$ cat src/hdl/siowat_pkg.sv
/*
 * Shared constants for the three-wire serial port with auto transfer:
 * register indices, field positions, reset values, divider ratios and
 * the engine state type.
 * Assumes a 32-bit Avalon-MM slave with byte addresses, one word per
 * register, byte address equal to four times the register index.
 */
package siowat_pkg;

    // ==========================================================
    // Bus geometry
    localparam int unsigned SIOWAT_ADDR_W    = 18;  // Byte address width
    localparam int unsigned SIOWAT_IDX_W     = 16;  // Register index width
    localparam int unsigned SIOWAT_BUF_DEPTH = 32;  // Buffer RAM bytes

    // ==========================================================
    // Register indices (byte address = 4 * index)
    localparam logic [15:0] IDX_MODE     = 16'hFF90; // operation_mode_reg
    localparam logic [15:0] IDX_STATUS   = 16'hFF91; // status_reg
    localparam logic [15:0] IDX_TRIGGER  = 16'hFF92; // trigger_reg
    localparam logic [15:0] IDX_DIVISOR  = 16'hFF93; // divisor_select_reg
    localparam logic [15:0] IDX_END_ADDR = 16'hFF94; // auto_end_address
    localparam logic [15:0] IDX_INTERVAL = 16'hFF95; // auto_interval_setting
    localparam logic [15:0] IDX_SHIFT    = 16'hFF96; // serial_shift_data
    localparam logic [15:0] IDX_ADDR_CNT = 16'hFF97; // address count, RO
    localparam logic [15:0] IDX_BUF_BASE = 16'hFA00; // Buffer RAM, 32 words

    // ==========================================================
    // operation_mode_reg fields
    localparam int unsigned MODE_ENABLE_BIT = 7;  // port_enable
    localparam int unsigned MODE_AUTO_BIT   = 6;  // auto_operation_select
    localparam int unsigned MODE_REPEAT_BIT = 5;  // repeat_select
    localparam int unsigned MODE_MASTER_BIT = 4;  // Master when one
    localparam int unsigned MODE_TX_BIT     = 3;  // transmit_enable
    localparam int unsigned MODE_RX_BIT     = 2;  // Receive enable
    localparam int unsigned MODE_LSB_BIT    = 1;  // LSB first when one
    localparam logic [7:0]  MODE_WR_MASK    = 8'hFE;

    // ==========================================================
    // status_reg fields
    localparam int unsigned STAT_STROBE_BIT = 5;  // Strobe enable
    localparam int unsigned STAT_BUSYE_BIT  = 4;  // Busy detect enable
    localparam int unsigned STAT_BUSYLV_BIT = 3;  // Busy active level
    localparam int unsigned STAT_TSF_BIT    = 0;  // transfer_active_flag
    localparam logic [7:0]  STAT_WR_MASK    = 8'h38;
    localparam int unsigned TRIG_START_BIT  = 0;  // Auto run start

    // ==========================================================
    // Reset values
    localparam logic [7:0] RST_BYTE  = 8'h00;
    localparam logic [4:0] RST_COUNT = 5'h00;

    // ==========================================================
    // Divider half periods for ratios 6, 8, 16 and 32
    localparam logic [3:0] HALF_DIV6  = 4'h3;
    localparam logic [3:0] HALF_DIV8  = 4'h4;
    localparam logic [3:0] HALF_DIV16 = 4'h8;
    localparam logic [3:0] HALF_DIV32 = 4'h0; // Wraps: 16 half cycles
    localparam logic [5:0] STROBE_GAP = 6'h02; // Least gap with strobe
    localparam logic [2:0] LAST_BIT   = 3'h7;

    // ==========================================================
    // Engine states
    typedef enum logic [1:0] {
        ST_IDLE,
        ST_HOLD,
        ST_SHIFT,
        ST_GAP
    } siowat_state_t;

endpackage

$ cat src/hdl/siowat_top.sv
/*
 * Three-wire serial port with single-byte and automatic buffered
 * transfer, master or slave, behind an Avalon-MM slave with waitrequest.
 * Assumes one 25 MHz clock, an asynchronous active-high reset, and that
 * pins from outside are asynchronous and are synchronised here.
 */
`timescale 1ns/100ps

// Notes on behaviour
// - Eight-bit words over clock, in, out lines
// - Shift out and sample in together
// - MSB or LSB first selectable
// - Master makes clock, slave follows pin
// - Auto run moves one to 32 bytes
// - Auto gap zero to 63 clock periods as master
// - Single run or repeating run
// - Divider ratios six, eight, sixteen, 32
// - Strobe out between bytes as master, busy holds off
// - One completion interrupt per finish
// - 32-byte buffer RAM feeds auto engine
// - Write to shift data starts transfer
// - Shift data read returns received byte
// - Reset clears shift data and count
// - Count tracks position, holds after stop
// - Count read-only, upper three bits zero
// - Disabled port stays fully quiet
// - Disable: out low, clock high, clear state
// - Auto select picks single or auto
// - Single stops at end, repeat restarts
// - Transmit disabled holds output low
module siowat_top #(
    parameter int unsigned ADDR_W = siowat_pkg::SIOWAT_ADDR_W
) (
    input  wire logic              clock,
    input  wire logic              reset,
    input  wire logic [ADDR_W-1:0] address,
    input  wire logic              read,
    input  wire logic              write,
    input  wire logic [31:0]       writedata,
    input  wire logic [3:0]        byteenable,
    output logic      [31:0]       readdata,
    output logic                   waitrequest,
    input  wire logic              serial_clock_line_in,
    output logic                   serial_clock_line_out,
    output logic                   serial_clock_line_oe_n,
    input  wire logic              serial_data_in,
    output logic                   serial_data_out,
    output logic                   strobe_out,
    input  wire logic              busy_in,
    output logic                   transfer_done_irq
);
    import siowat_pkg::*;

    // ==========================================================
    // Elaboration check
    if (ADDR_W < SIOWAT_ADDR_W) begin : g_chk
        $error("siowat_top: ADDR_W too small for register map");
    end

    // ==========================================================
    // Declarations
    logic [7:0]    mode_reg;        // operation_mode_reg
    logic [7:0]    status_reg;      // Writable status bits
    logic [1:0]    divisor_reg;     // Divider ratio select
    logic [4:0]    end_addr_reg;    // auto_end_address
    logic [5:0]    interval_reg;    // auto_interval_setting
    logic [7:0]    shift_reg;       // serial_shift_data
    logic [4:0]    count_reg;       // auto_transfer_address_count
    logic          tsf_reg;         // transfer_active_flag
    logic          irq_reg;         // Completion pulse
    logic          run_reg;         // Auto run in progress
    logic [2:0]    bit_reg;         // Bits done in byte
    logic [3:0]    div_reg;         // Divider count
    logic [6:0]    gap_reg;         // Gap half periods
    logic          sck_reg;         // Master clock level
    logic          oe_n_reg;        // Clock pin drive, low drives
    logic          dout_reg;        // Data pin level
    logic          strobe_reg;      // Strobe pin level
    logic          wait_reg;        // Bus waitrequest
    logic [31:0]   rdata_reg;       // Bus read data
    logic [2:0]    sck_sync;        // Clock pin sync and edge stage
    logic [1:0]    din_sync;        // Data pin sync
    logic [1:0]    busy_sync;       // Busy pin sync
    logic [7:0]    buf_mem [0:SIOWAT_BUF_DEPTH-1]; // Buffer RAM
    siowat_state_t state_reg;       // Engine state

    logic [15:0]   idx;             // Register index
    logic          wr_take;         // Write takes effect
    logic          en, auto_m, master, lsb;
    logic          busy_active, tick, fall_ev, rise_ev;
    logic          start_single, start_auto, last_byte;
    logic [3:0]    half;            // Half period in cycles
    logic [7:0]    shifted;         // Shift register after a rise
    logic [5:0]    gap_len;         // Gap length in periods
    logic [7:0]    rd_byte;         // Read mux result

    assign idx     = address[17:2];
    assign wr_take = write && !wait_reg && byteenable[0];
    assign en      = mode_reg[MODE_ENABLE_BIT];
    assign auto_m  = mode_reg[MODE_AUTO_BIT];
    assign master  = mode_reg[MODE_MASTER_BIT];
    assign lsb     = mode_reg[MODE_LSB_BIT];

    // ==========================================================
    // Pin synchronisers, two flops before use
    always_ff @(posedge clock or posedge reset) begin
        if (reset) begin
            sck_sync  <= 3'h7;
            din_sync  <= 2'h0;
            busy_sync <= 2'h0;
        end else begin
            sck_sync  <= {sck_sync[1:0], serial_clock_line_in};
            din_sync  <= {din_sync[0], serial_data_in};
            busy_sync <= {busy_sync[0], busy_in};
        end
    end

    // Busy matches its programmed active level
    // busy hold detection
    assign busy_active = status_reg[STAT_BUSYE_BIT] &&
                         (busy_sync[1] == status_reg[STAT_BUSYLV_BIT]);

    // ==========================================================
    // Serial clock events
    // divider ratio select
    always_comb begin
        case (divisor_reg)
            2'h0:    half = HALF_DIV6;
            2'h1:    half = HALF_DIV8;
            2'h2:    half = HALF_DIV16;
            default: half = HALF_DIV32;
        endcase
    end
    assign tick = (div_reg + 4'h1 == half);
    // master divider or slave pin edges
    assign fall_ev = master ? (tick && sck_reg)
                            : (!sck_sync[1] && sck_sync[2]);
    assign rise_ev = master ? (tick && !sck_reg)
                            : (sck_sync[1] && !sck_sync[2]);
    // shift out and sample in together
    assign shifted = lsb
        ? {din_sync[1] && mode_reg[MODE_RX_BIT], shift_reg[7:1]}
        : {shift_reg[6:0], din_sync[1] && mode_reg[MODE_RX_BIT]};

    // Launch requests and gap length
    // write launches single byte
    assign start_single = wr_take && idx == IDX_SHIFT && en && !auto_m &&
                          !tsf_reg && state_reg == ST_IDLE;
    assign start_auto   = wr_take && idx == IDX_TRIGGER && en && auto_m &&
                          writedata[TRIG_START_BIT] && state_reg == ST_IDLE;
    assign last_byte    = count_reg == end_addr_reg;
    assign gap_len = (status_reg[STAT_STROBE_BIT] &&
                      interval_reg < STROBE_GAP) ? STROBE_GAP : interval_reg;

    // ==========================================================
    // Configuration registers
    always_ff @(posedge clock or posedge reset) begin
        if (reset) begin
            mode_reg     <= RST_BYTE;
            status_reg   <= RST_BYTE;
            divisor_reg  <= 2'h0;
            end_addr_reg <= 5'h00;
            interval_reg <= 6'h00;
        end else if (wr_take) begin
            case (idx)
                IDX_MODE:     mode_reg <= writedata[7:0] & MODE_WR_MASK;
                IDX_STATUS:   if (!tsf_reg) begin
                    status_reg <= writedata[7:0] & STAT_WR_MASK;
                end
                IDX_DIVISOR:  divisor_reg  <= writedata[1:0];
                IDX_END_ADDR: end_addr_reg <= writedata[4:0];
                IDX_INTERVAL: interval_reg <= writedata[5:0];
                default:      ;
            endcase
        end
    end

    // ==========================================================
    // Transfer engine
    always_ff @(posedge clock or posedge reset) begin
        if (reset) begin
            state_reg <= ST_IDLE;
            shift_reg <= RST_BYTE;
            count_reg <= RST_COUNT;
            tsf_reg   <= 1'b0;
            irq_reg   <= 1'b0;
            run_reg   <= 1'b0;
            bit_reg   <= 3'h0;
            gap_reg   <= 7'h00;
        end else if (!en) begin
            state_reg <= ST_IDLE;
            shift_reg <= RST_BYTE;
            count_reg <= RST_COUNT;
            tsf_reg   <= 1'b0;
            irq_reg   <= 1'b0;
            run_reg   <= 1'b0;
            bit_reg   <= 3'h0;
            gap_reg   <= 7'h00;
        end else begin
            irq_reg <= 1'b0;
            case (state_reg)
                ST_IDLE: begin
                    if (start_single) begin
                        shift_reg <= writedata[7:0];
                        tsf_reg   <= 1'b1;
                        state_reg <= ST_HOLD;
                    end else if (start_auto) begin
                        shift_reg <= buf_mem[count_reg];
                        tsf_reg   <= 1'b1;
                        run_reg   <= 1'b1;
                        state_reg <= ST_HOLD;
                    end
                    bit_reg <= 3'h0;
                end
                ST_HOLD: begin
                    if (!busy_active) begin
                        state_reg <= ST_SHIFT;
                    end
                end
                ST_SHIFT: begin
                    if (rise_ev) begin
                        shift_reg <= shifted;
                        bit_reg   <= bit_reg + 3'h1;
                        gap_reg   <= 7'h00;
                        if (bit_reg == LAST_BIT) begin
                            if (!run_reg) begin
                                tsf_reg   <= 1'b0;
                                irq_reg   <= 1'b1;
                                state_reg <= ST_IDLE;
                            end else if (!last_byte) begin
                                count_reg <= count_reg + 5'h01;
                                state_reg <= ST_GAP;
                            end else if (mode_reg[MODE_REPEAT_BIT]) begin
                                count_reg <= RST_COUNT;
                                tsf_reg   <= 1'b0;
                                irq_reg   <= 1'b1;
                                state_reg <= ST_GAP;
                            end else begin
                                tsf_reg   <= 1'b0;
                                irq_reg   <= 1'b1;
                                run_reg   <= 1'b0;
                                state_reg <= ST_IDLE;
                            end
                        end
                    end
                end
                ST_GAP: begin
                    if (master && gap_reg < {gap_len, 1'b0}) begin
                        if (tick) begin
                            gap_reg <= gap_reg + 7'h01;
                        end
                    end else if (!auto_m) begin
                        run_reg   <= 1'b0;
                        state_reg <= ST_IDLE;
                    end else begin
                        shift_reg <= buf_mem[count_reg];
                        tsf_reg   <= 1'b1;
                        state_reg <= ST_HOLD;
                    end
                end
                default: state_reg <= ST_IDLE;
            endcase
        end
    end

    // ==========================================================
    // Buffer RAM, engine write back wins over the bus
    // received bytes stored in place
    always_ff @(posedge clock) begin
        if (en && run_reg && state_reg == ST_SHIFT && rise_ev &&
            bit_reg == LAST_BIT) begin
            buf_mem[count_reg] <= shifted;
        end else if (en && wr_take && idx[15:5] == IDX_BUF_BASE[15:5]) begin
            buf_mem[idx[4:0]] <= writedata[7:0];
        end
    end

    // ==========================================================
    // Master clock divider and clock pin
    always_ff @(posedge clock or posedge reset) begin
        if (reset) begin
            div_reg  <= 4'h0;
            sck_reg  <= 1'b1;
            oe_n_reg <= 1'b1;
        end else begin
            oe_n_reg <= !(en && master);
            if (!en || !master ||
                (state_reg != ST_SHIFT && state_reg != ST_GAP)) begin
                div_reg <= 4'h0;
                sck_reg <= 1'b1;
            end else begin
                div_reg <= tick ? 4'h0 : div_reg + 4'h1;
                if (tick && state_reg == ST_SHIFT) begin
                    sck_reg <= !sck_reg;
                end
            end
        end
    end

    // ==========================================================
    // Data and strobe pins
    always_ff @(posedge clock or posedge reset) begin
        if (reset) begin
            dout_reg   <= 1'b0;
            strobe_reg <= 1'b0;
        end else begin
            if (!en || !mode_reg[MODE_TX_BIT]) begin
                dout_reg <= 1'b0;
            end else if ((state_reg == ST_HOLD && !busy_active) ||
                         (state_reg == ST_SHIFT && fall_ev &&
                          bit_reg != 3'h0)) begin
                dout_reg <= lsb ? shift_reg[0] : shift_reg[7];
            end
            strobe_reg <= en && master && status_reg[STAT_STROBE_BIT] &&
                          state_reg == ST_GAP && gap_reg < 7'h02;
        end
    end

    // ==========================================================
    // Read mux
    always_comb begin
        rd_byte = RST_BYTE;
        case (idx)
            IDX_MODE:     rd_byte = mode_reg;
            IDX_STATUS:   rd_byte = status_reg | {7'h00, tsf_reg};
            IDX_DIVISOR:  rd_byte = {6'h00, divisor_reg};
            IDX_END_ADDR: rd_byte = {3'h0, end_addr_reg};
            IDX_INTERVAL: rd_byte = {2'h0, interval_reg};
            IDX_SHIFT:    rd_byte = shift_reg;
            IDX_ADDR_CNT: rd_byte = {3'h0, count_reg};
            default: begin
                if (en && idx[15:5] == IDX_BUF_BASE[15:5]) begin
                    rd_byte = buf_mem[idx[4:0]];
                end
            end
        endcase
    end

    // ==========================================================
    // Avalon handshake, answer one cycle after the request
    always_ff @(posedge clock or posedge reset) begin
        if (reset) begin
            wait_reg  <= 1'b1;
            rdata_reg <= 32'h0000_0000;
        end else begin
            wait_reg <= !((read || write) && wait_reg);
            if (read && wait_reg) begin
                rdata_reg <= {24'h00_0000, rd_byte};
            end
        end
    end

    assign readdata               = rdata_reg;
    assign waitrequest            = wait_reg;
    assign serial_clock_line_out  = sck_reg;
    assign serial_clock_line_oe_n = oe_n_reg;
    assign serial_data_out        = dout_reg;
    assign strobe_out             = strobe_reg;
    assign transfer_done_irq      = irq_reg;
endmodule

$ cat config.mk
export PLATFORM = sky130hd
export DESIGN_NAME = siowat_top
export DESIGN_NICKNAME = d
export VERILOG_FILES = /design/src/hdl/siowat_pkg.sv /design/src/hdl/siowat_top.sv
export SDC_FILE = /design/constraint.sdc
export NUM_CORES = 1
export LEC_CHECK = 0
export ABC_CLOCK_PERIOD_IN_PS = 4890
export CAP_MARGIN = 30
export CORE_MARGIN = 8
export CORE_UTILIZATION = 35
export CTS_CLUSTER_DIAMETER = 120
export CTS_CLUSTER_SIZE = 25
export DETAILED_ROUTE_END_ITERATION = 10
export DONT_BUFFER_PORTS = 1
export GPL_TIMING_DRIVEN = 1
export PLACE_DENSITY = 0.51
export SYNTH_ARGS = -nofsm -noshare
export SYNTH_HDL_FRONTEND = slang
export SYNTH_SLANG_ARGS = --single-unit
export TNS_END_PERCENT = 50
$ cat constraint.sdc
create_clock -name clock -period 4.89 [get_ports clock]
set_clock_uncertainty 0.1 [all_clocks]
set_input_delay 0.7335 -clock clock [delete_from_list [all_inputs] [get_ports clock]]
set_output_delay 0.7335 -clock clock [all_outputs]
set_load 0.05 [all_outputs]
==> flow_summary_export.csv, run 1 <==
group,metric,value,unit
logic_synthesis,synthArstFlopShare,22.7,%
timing,timing.final.hold_violations,0,
cts,ctsLongestPathBuffers,3,
timing,tightestPinTransition,0.996,ns
drt,drc,0,
power_and_ir_drop,power-per-cell-area,264,nW/µm²
power_and_ir_drop,power.ir.vdd_worst,0.189,mV
layout,final_design_area_no_fill,18200,µm²
critical_path,crit_chain,"ha_1 -> xnor2_1 -> nand4_1 -> a2111oi_4 -> o211ai_4 -> mux2i_1 -> a21oi_1",
cts,clockRootBuffer,"sky130_fd_sc_hd__clkbuf_16",
placement,placement.setup.worst_slack,0.704,ns
logic_synthesis,netlist-cell-type-count,75,
drt,wl_per_cell,28.0,µm
timing,slew_violations,0,
drt,totalWireLength,49400,µm
placement,dp.final_hpwl,33300,µm
timing,slew-limit-headroom,31.7,%
layout,mostFrequentLayoutCell,"sky130_fd_sc_hd__edfxtp_1",
floorplan,die_height,236,µm
timing,setup_viol_count_final,0,
layout,fillCellCount,4470,
power_and_ir_drop,cellLeakagePower,0.00530,µW
worst_hold_path,hold_path_class,"in2reg",
placement,gp_routability_congestion,0.836,
cts,tritoncts,"built",
layout,layoutNonFillerInstCount,1765,
layout,mostFrequentLayoutCells,"256 x sky130_fd_sc_hd__edfxtp_1, 116 x sky130_fd_sc_hd__mux4_2, 81 x sky130_fd_sc_hd__mux2i_1, 67 x sky130_fd_sc_hd__dfrtp_1, 66 x sky130_fd_sc_hd__nand2_1",
global_route,grt_max_degree,83,
timing,fin_crit_sh,83.6,%
logic_synthesis,syn-instance-count,1140,
drt,via_to_cell_ratio,5.98,
logic_synthesis,syn_avg_cell_area,14.8,µm²
timing,timing.fmax,0.245,GHz
job,max_cap_viol_count,0,
critical_path,cell_family_with_most_cp_delay,"compound AO/OA/AOI/OAI gates",
layout,num-nets-final,1211,
global_route,gr-usage-all-layers,17.4,%
placement,dpl-instance-area,17700,µm²
critical_path,critical_path_class,"reg2reg",
critical_path,slowest_delay,0.88,ns
run_status,run_status,"finished, final reports clean",
layout,area_taken_by_multi_input_logic_gates,6860,µm²
logic_synthesis,dominantRegCellSynth,"sky130_fd_sc_hd__edfxtp_1",
floorplan,area_of_the_core_region,47600,µm²
timing,grt_setup_unrepaired,"false",
placement,placed_cells,1732,
floorplan,io-pin-count,99,
cts,htree_num_levels,1,
floorplan,die_w,236,µm
floorplan,initial_utilization,35.4,%
cts,cts_buffers,17,
timing,min_period,4.09,ns
logic_synthesis,ys.warnings.count,0,
drt,drtIter0Drc,1027,
drt,detailedRoute.firstPassIterationCount,5,
cts,clock-sinks,331,
timing,timing.setup.tns,0,ns
logic_synthesis,number_of_enable_type_register_cells_in_the_synthesized_netlist,256,
critical_path,cp_max_fo,16,
critical_path,critical_path_at,4.14,ns
logic_synthesis,post_synth_instance_area,16900,µm²
floorplan,design.die.area,55500,µm²
logic_synthesis,synth-seq-area-share,56.7,%
critical_path,crit_path_end_kind,"flip-flop",
global_route,antenna_found_initial,1,
critical_path,timing.critical_path.buf_inv,0,
critical_path,critical_path.slowest_cell,"sky130_fd_sc_hd__a21oi_1",
cts,clock_insertion_delay_worst_skew,0.53,ns
critical_path,timing.critical_path.required,4.94,ns
drt,drtAntennaViolNets,0,
cts,cts_resized,0,
placement,io_buffers,0,
layout,area.growth.synth_to_final,7.90,%
layout,fraction_of_layout_instances_using_a_drive_strength_above_1,21.8,%
timing,fin_ws,0.801,ns
global_route,grt_pass1_wl,72900,µm
critical_path,start_kind,"flip-flop",
floorplan,core_rows,80,
layout,final-seq-area,9580,µm²
global_route,grt_overflow_total,0,
logic_synthesis,ys_seq_elements,331,
cts,clock_input_transition_at_the_sequential_cells_of_the_worst_setup_and_hold_paths,0.09,ns
drt,detailroute.via_count,10562,
global_route,first_global_vias,10496,
layout,largest_register_ffs,256,
==> what timing repair did <==
| action | CTS | global route |
|---|---|---|
| buffers inserted | 0 | 0 |
| hold endpoints to repair | 8 | 0 |
| hold buffers | 1 | 0 |
==> where the power goes <==
group          switching (µW)  internal (µW)  leakage, µW
clock network             926            668     0.000234
logic                    86.9           51.5      0.00212
registers                61.8           3010      0.00294
total                    1080           3730      0.00530
==> synthesized netlist by cell type (all sizes together) (3+ instances only) <==
master | number | area share [%]
o311ai | 5 | 0.30
nand2b | 7 | 0.27
o21ai | 14 | 0.42
a221oi | 3 | 0.16
or3 | 4 | 0.15
ha | 11 | 0.82
xnor2 | 5 | 0.26
a21oi | 58 | 1.7
and2 | 5 | 0.19
nand2 | 66 | 1.5
a22o | 4 | 0.21
buf | 53 | 1.9
inv | 18 | 0.40
xor2 | 5 | 0.26
a2111o | 3 | 0.20
o2111ai | 4 | 0.21
o221ai | 30 | 1.6
o2bb2ai | 8 | 0.42
nor2 | 42 | 0.93
edfxtp | 256 | 46
and3 | 7 | 0.26
mux2i | 81 | 4.8
nand3 | 22 | 0.65
o211ai | 6 | 0.35
a211oi | 19 | 0.85
nor4 | 7 | 0.30
mux2 | 34 | 2.3
nand4b | 5 | 0.26
o31ai | 7 | 0.34
nor2b | 9 | 0.33
nor3 | 22 | 0.65
dfstp | 6 | 0.93
o211a | 3 | 0.18
and4 | 3 | 0.16
mux4 | 116 | 15
a2111oi | 8 | 0.53
dfrtp | 69 | 10
nand4 | 12 | 0.44
nor4b | 4 | 0.21
clkbuf | 45 | 1.0
o22ai | 18 | 0.67
a31oi | 9 | 0.33
==> metrics by stage <==
stage                     power, µW  utilization (%)  hold slack [ns]
after floorplan                3290                -            0.231
after global placement         3270             36.9            0.234
after detailed placement       3270             37.1            0.242
after CTS                      4870             38.2           0.0784
after global routing           4960             38.2           0.0742
final                          4800             38.2            0.109
==> worst register-to-register path: cells and delay by family, from the launching register on <==
kind | cells | cell delay [ns]
AO/OA/AOI/OAI | 3 | 2.00
XOR/XNOR | 1 | 0.29
adder cells (fa/ha/maj) | 1 | 0.22
flip-flops | 1 | 0.43
multiplexers | 1 | 0.44
AND/OR/NAND/NOR | 1 | 0.25
==> layout make-up <==
class,count,area share [%]
Timing Repair Buffer,55,2.45
Antenna cell,1,0.0137
Clock inverter,3,0.137
Inverter,19,0.399
Clock buffer,26,2.52
Tap cell,615,4.23
Sequential cell,331,52.6
Multi-Input combinational cell,715,37.7
==> cell families (layout without fill, tap and decap cells) <==
group,Yosys count,after routing,share of synthesized area [%]
buffers and inverters,117,103,3.32
XOR/XNOR,11,11,0.652
AO/OA/AOI/OAI,213,213,9.14
other,1,25,0.0222
flip-flops,331,331,56.7
adder cells (fa/ha/maj),11,11,0.816
AND/OR/NAND/NOR,225,225,6.76
multiplexers,231,231,22.6
==> per-layer routing <==
metal / wire length [µm] / track usage, % / share of wire (%) / up-vias
met3: 3480 / 4.08 / 7.0 / 52
met1: 22100 / 24.1 / 45 / 5565
met5: 0 / 0 / 0 / -
met2: 22800 / 27.3 / 46 / 343
li1: - / - / - / 4602
met4: 1030 / 4.41 / 2.1 / 0
==> final timing paths <==
kind	slack [ns]	end	from	depth (start not counted)
setup / recovery	0.80	buf_mem[12][0]$_DFFE_PP_	div_reg[0]$_DFF_PP0_	7
hold / removal	0.11	sck_sync[0]$_DFF_PP1_	serial_clock_line_in	0
setup reg to reg	0.80	buf_mem[12][0]$_DFFE_PP_	div_reg[0]$_DFF_PP0_	7
hold reg to reg	0.26	busy_sync[1]$_DFF_PP0_	busy_sync[0]$_DFF_PP0_	0
max in group asynchronous	3.07	count_reg[0]$_DFFE_PP0P_	reset	3
min in group asynchronous	0.48	div_reg[2]$_DFF_PP0_	reset	2
Note: power is estimated with default switching activity, not from simulation.
==> run 2: changes to the inputs <==
Settings changed: ABC_CLOCK_PERIOD_IN_PS 4890 to 3450, PLACE_DENSITY 0.51 to 0.53.
Clock period 4.89 ns to 3.45 ns, I/O delays scaled along.
==> flow_summary_export.csv, run 2 (synthesis results as in run 1) <==
group,metric,value,unit
global_route,grt_overflow_total,0,
layout,area.growth.synth_to_final,11.2,%
critical_path,cp_max_fo,8,
timing,fin_crit_sh,97.5,%
timing,setup_viol_count_final,0,
layout,finalCoreUtilization,39.4,%
timing,timing.fmax,0.297,GHz
floorplan,area_of_the_core_region,47600,µm²
critical_path,critical_path_class,"reg2reg",
critical_path,timing.critical_path.required,3.57,ns
worst_hold_path,hold_path_class,"in2reg",
drt,via_to_cell_ratio,5.97,
global_route,grt_pass1_wl,72700,µm
cts,htree_num_levels,1,
layout,largest_register_ffs,256,
floorplan,die_height,236,µm
timing,worst_hold_slack,0.0177,ns
power_and_ir_drop,finalPower,6900,µW
job,max_cap_viol_count,0,
global_route,antenna_found_initial,1,
global_route,grt_max_degree,83,
layout,mostFrequentLayoutCell,"sky130_fd_sc_hd__edfxtp_1",
placement,placement.setup.worst_slack,0.0486,ns
critical_path,start_kind,"flip-flop",
cts,clock-sinks,331,
cts,cts_buffers,17,
power_and_ir_drop,clockPowerShare,33.7,%
global_route,gr-usage-all-layers,17.2,%
placement,gp_routability_congestion,0.830,
floorplan,design.die.area,55500,µm²
power_and_ir_drop,proportion_of_total_power_due_to_net_switching,21.8,%
timing,slew-limit-headroom,34.4,%
layout,fraction_of_layout_instances_using_a_drive_strength_above_1,24.6,%
timing,min_period,3.37,ns
floorplan,die_w,236,µm
drt,drtAntennaViolNets,0,
global_route,first_global_vias,10719,
cts,ctsLongestPathBuffers,3,
cts,clock_input_transition_at_the_sequential_cells_of_the_worst_setup_and_hold_paths,0.11,ns
run_status,run_status,"finished, final reports clean",
placement,dp.final_hpwl,33700,µm
drt,drtIter0Drc,1032,
placement,io_buffers,0,
floorplan,core_rows,80,
drt,wl_per_cell,27.3,µm
power_and_ir_drop,power.internal,5390,µW
drt,detailedRoute.firstPassIterationCount,5,
timing,tightestPinTransition,0.983,ns
drt,detailroute.via_count,10785,
power_and_ir_drop,combPwrFrac,3.1,%
cts,tritoncts,"built",
power_and_ir_drop,pwr-share-seq,63.1,%
floorplan,initial_utilization,35.4,%
critical_path,critical_path_at,3.49,ns
cts,clockRootBuffer,"sky130_fd_sc_hd__clkbuf_16",
timing,fin_ws,0.0849,ns
timing,timing.final.hold_violations,0,
drt,drc,0,
layout,num-nets-final,1257,
power_and_ir_drop,power.ir.vdd_worst,0.237,mV
layout,mostFrequentLayoutCells,"256 x sky130_fd_sc_hd__edfxtp_1, 116 x sky130_fd_sc_hd__mux4_2, 78 x sky130_fd_sc_hd__buf_4, 77 x sky130_fd_sc_hd__mux2i_1, 67 x sky130_fd_sc_hd__dfrtp_1",
power_and_ir_drop,cellLeakagePower,0.00554,µW
floorplan,io-pin-count,99,
cts,clock_insertion_delay_worst_skew,0.54,ns
power_and_ir_drop,power.net_switching,1500,µW
critical_path,crit_path_end_kind,"flip-flop",
timing,timing.setup.tns,0,ns
timing,slew_violations,0,
power_and_ir_drop,power-per-cell-area,367,nW/µm²
drt,totalWireLength,49200,µm
-- run 2: cell count changes in the layout (fill, tap and decap cells not counted), sizes merged --
cell         before  now
buf              54   88
bufinv            0    1
clkbuf           26   22
clkinv            4    3
dlygate4sd3       1   13
inv              18   17
-- run 2: path summary, 6_finish.rpt --
kind / startpoint / to / slack [ns] / depth (start not counted)
max in group asynchronous: reset / waitrequest$_DFF_PP1_ / 2.26 / 3
hold reg to reg: busy_sync[0]$_DFF_PP0_ / busy_sync[1]$_DFF_PP0_ / 0.26 / 0
setup / recovery: div_reg[0]$_DFF_PP0_ / buf_mem[15][1]$_DFFE_PP_ / 0.08 / 10
min in group asynchronous: reset / serial_data_out$_DFFE_PP0P_ / 0.31 / 2
hold / removal: writedata[7] / mode_reg[7]$_DFFE_PP0P_ / 0.02 / 1
setup reg to reg: div_reg[0]$_DFF_PP0_ / buf_mem[15][1]$_DFFE_PP_ / 0.08 / 10
-- run 2: critical path, stage by stage (launching register included) --
cell and delay (ns):
sky130_fd_sc_hd__dfrtp_1 0.39, sky130_fd_sc_hd__ha_1 0.37, sky130_fd_sc_hd__nor4bb_4 0.33, sky130_fd_sc_hd__mux2i_4 0.13, sky130_fd_sc_hd__a2111oi_4 0.34, sky130_fd_sc_hd__buf_4 0.19
sky130_fd_sc_hd__o211ai_4 0.17, sky130_fd_sc_hd__buf_6 0.22, sky130_fd_sc_hd__a2111o_1 0.42, sky130_fd_sc_hd__a21oi_1 0.17, sky130_fd_sc_hd__buf_4 0.21
-- run 2: timing repair --
item                                   in CTS  in global routing
gates cloned                                0                  0
resized for setup                           2                 14
hold buffers                               13                  0
endpoints found under the hold margin      35                  0
setup endpoints to repair                  72                295
pin swaps                                   0                  2
setup buffers                               0                  1
-- run 2: area by class of cell --
class,instances,area (µm²)
clock buffers,22,465
multi-input cells,715,6930
flip-flops and latches,331,9580
repair buffers,101,898
inverters,19,72.6
clock inverters,2,46.3
well taps,615,769
fillers,4411,28900
diodes,1,2.50
-- run 2: metrics by stage --
| step | instances | area (µm²) |
|---|---|---|
| after floorplan | 1163 | 17000 |
| after global placement | 1767 | 18000 |
| after detailed placement | 1767 | 18000 |
| after CTS | 1804 | 18700 |
| after global routing | 1805 | 18800 |
| final | 1806 | 18800 |
-- run 2: layer usage --
layer / GRT usage [%] / share of wire [%] / wire length, µm / vias up
li1: - / - / - / 4690
met1: 24.4 / 45 / 21900 / 5662
met2: 27.6 / 47 / 22900 / 387
met3: 2.75 / 6.5 / 3220 / 46
met4: 4.13 / 2.4 / 1160 / 0
met5: 0 / 0 / 0 / -
-- run 2: power groups by stage --
stage	sequential [µW]	clock [µW]	combinational, µW
after global routing	4360	2510	230
final	4350	2330	217
after CTS	4360	2400	216
after detailed placement	4440	0	199
after floorplan	4430	0	238
after global placement	4440	0	198
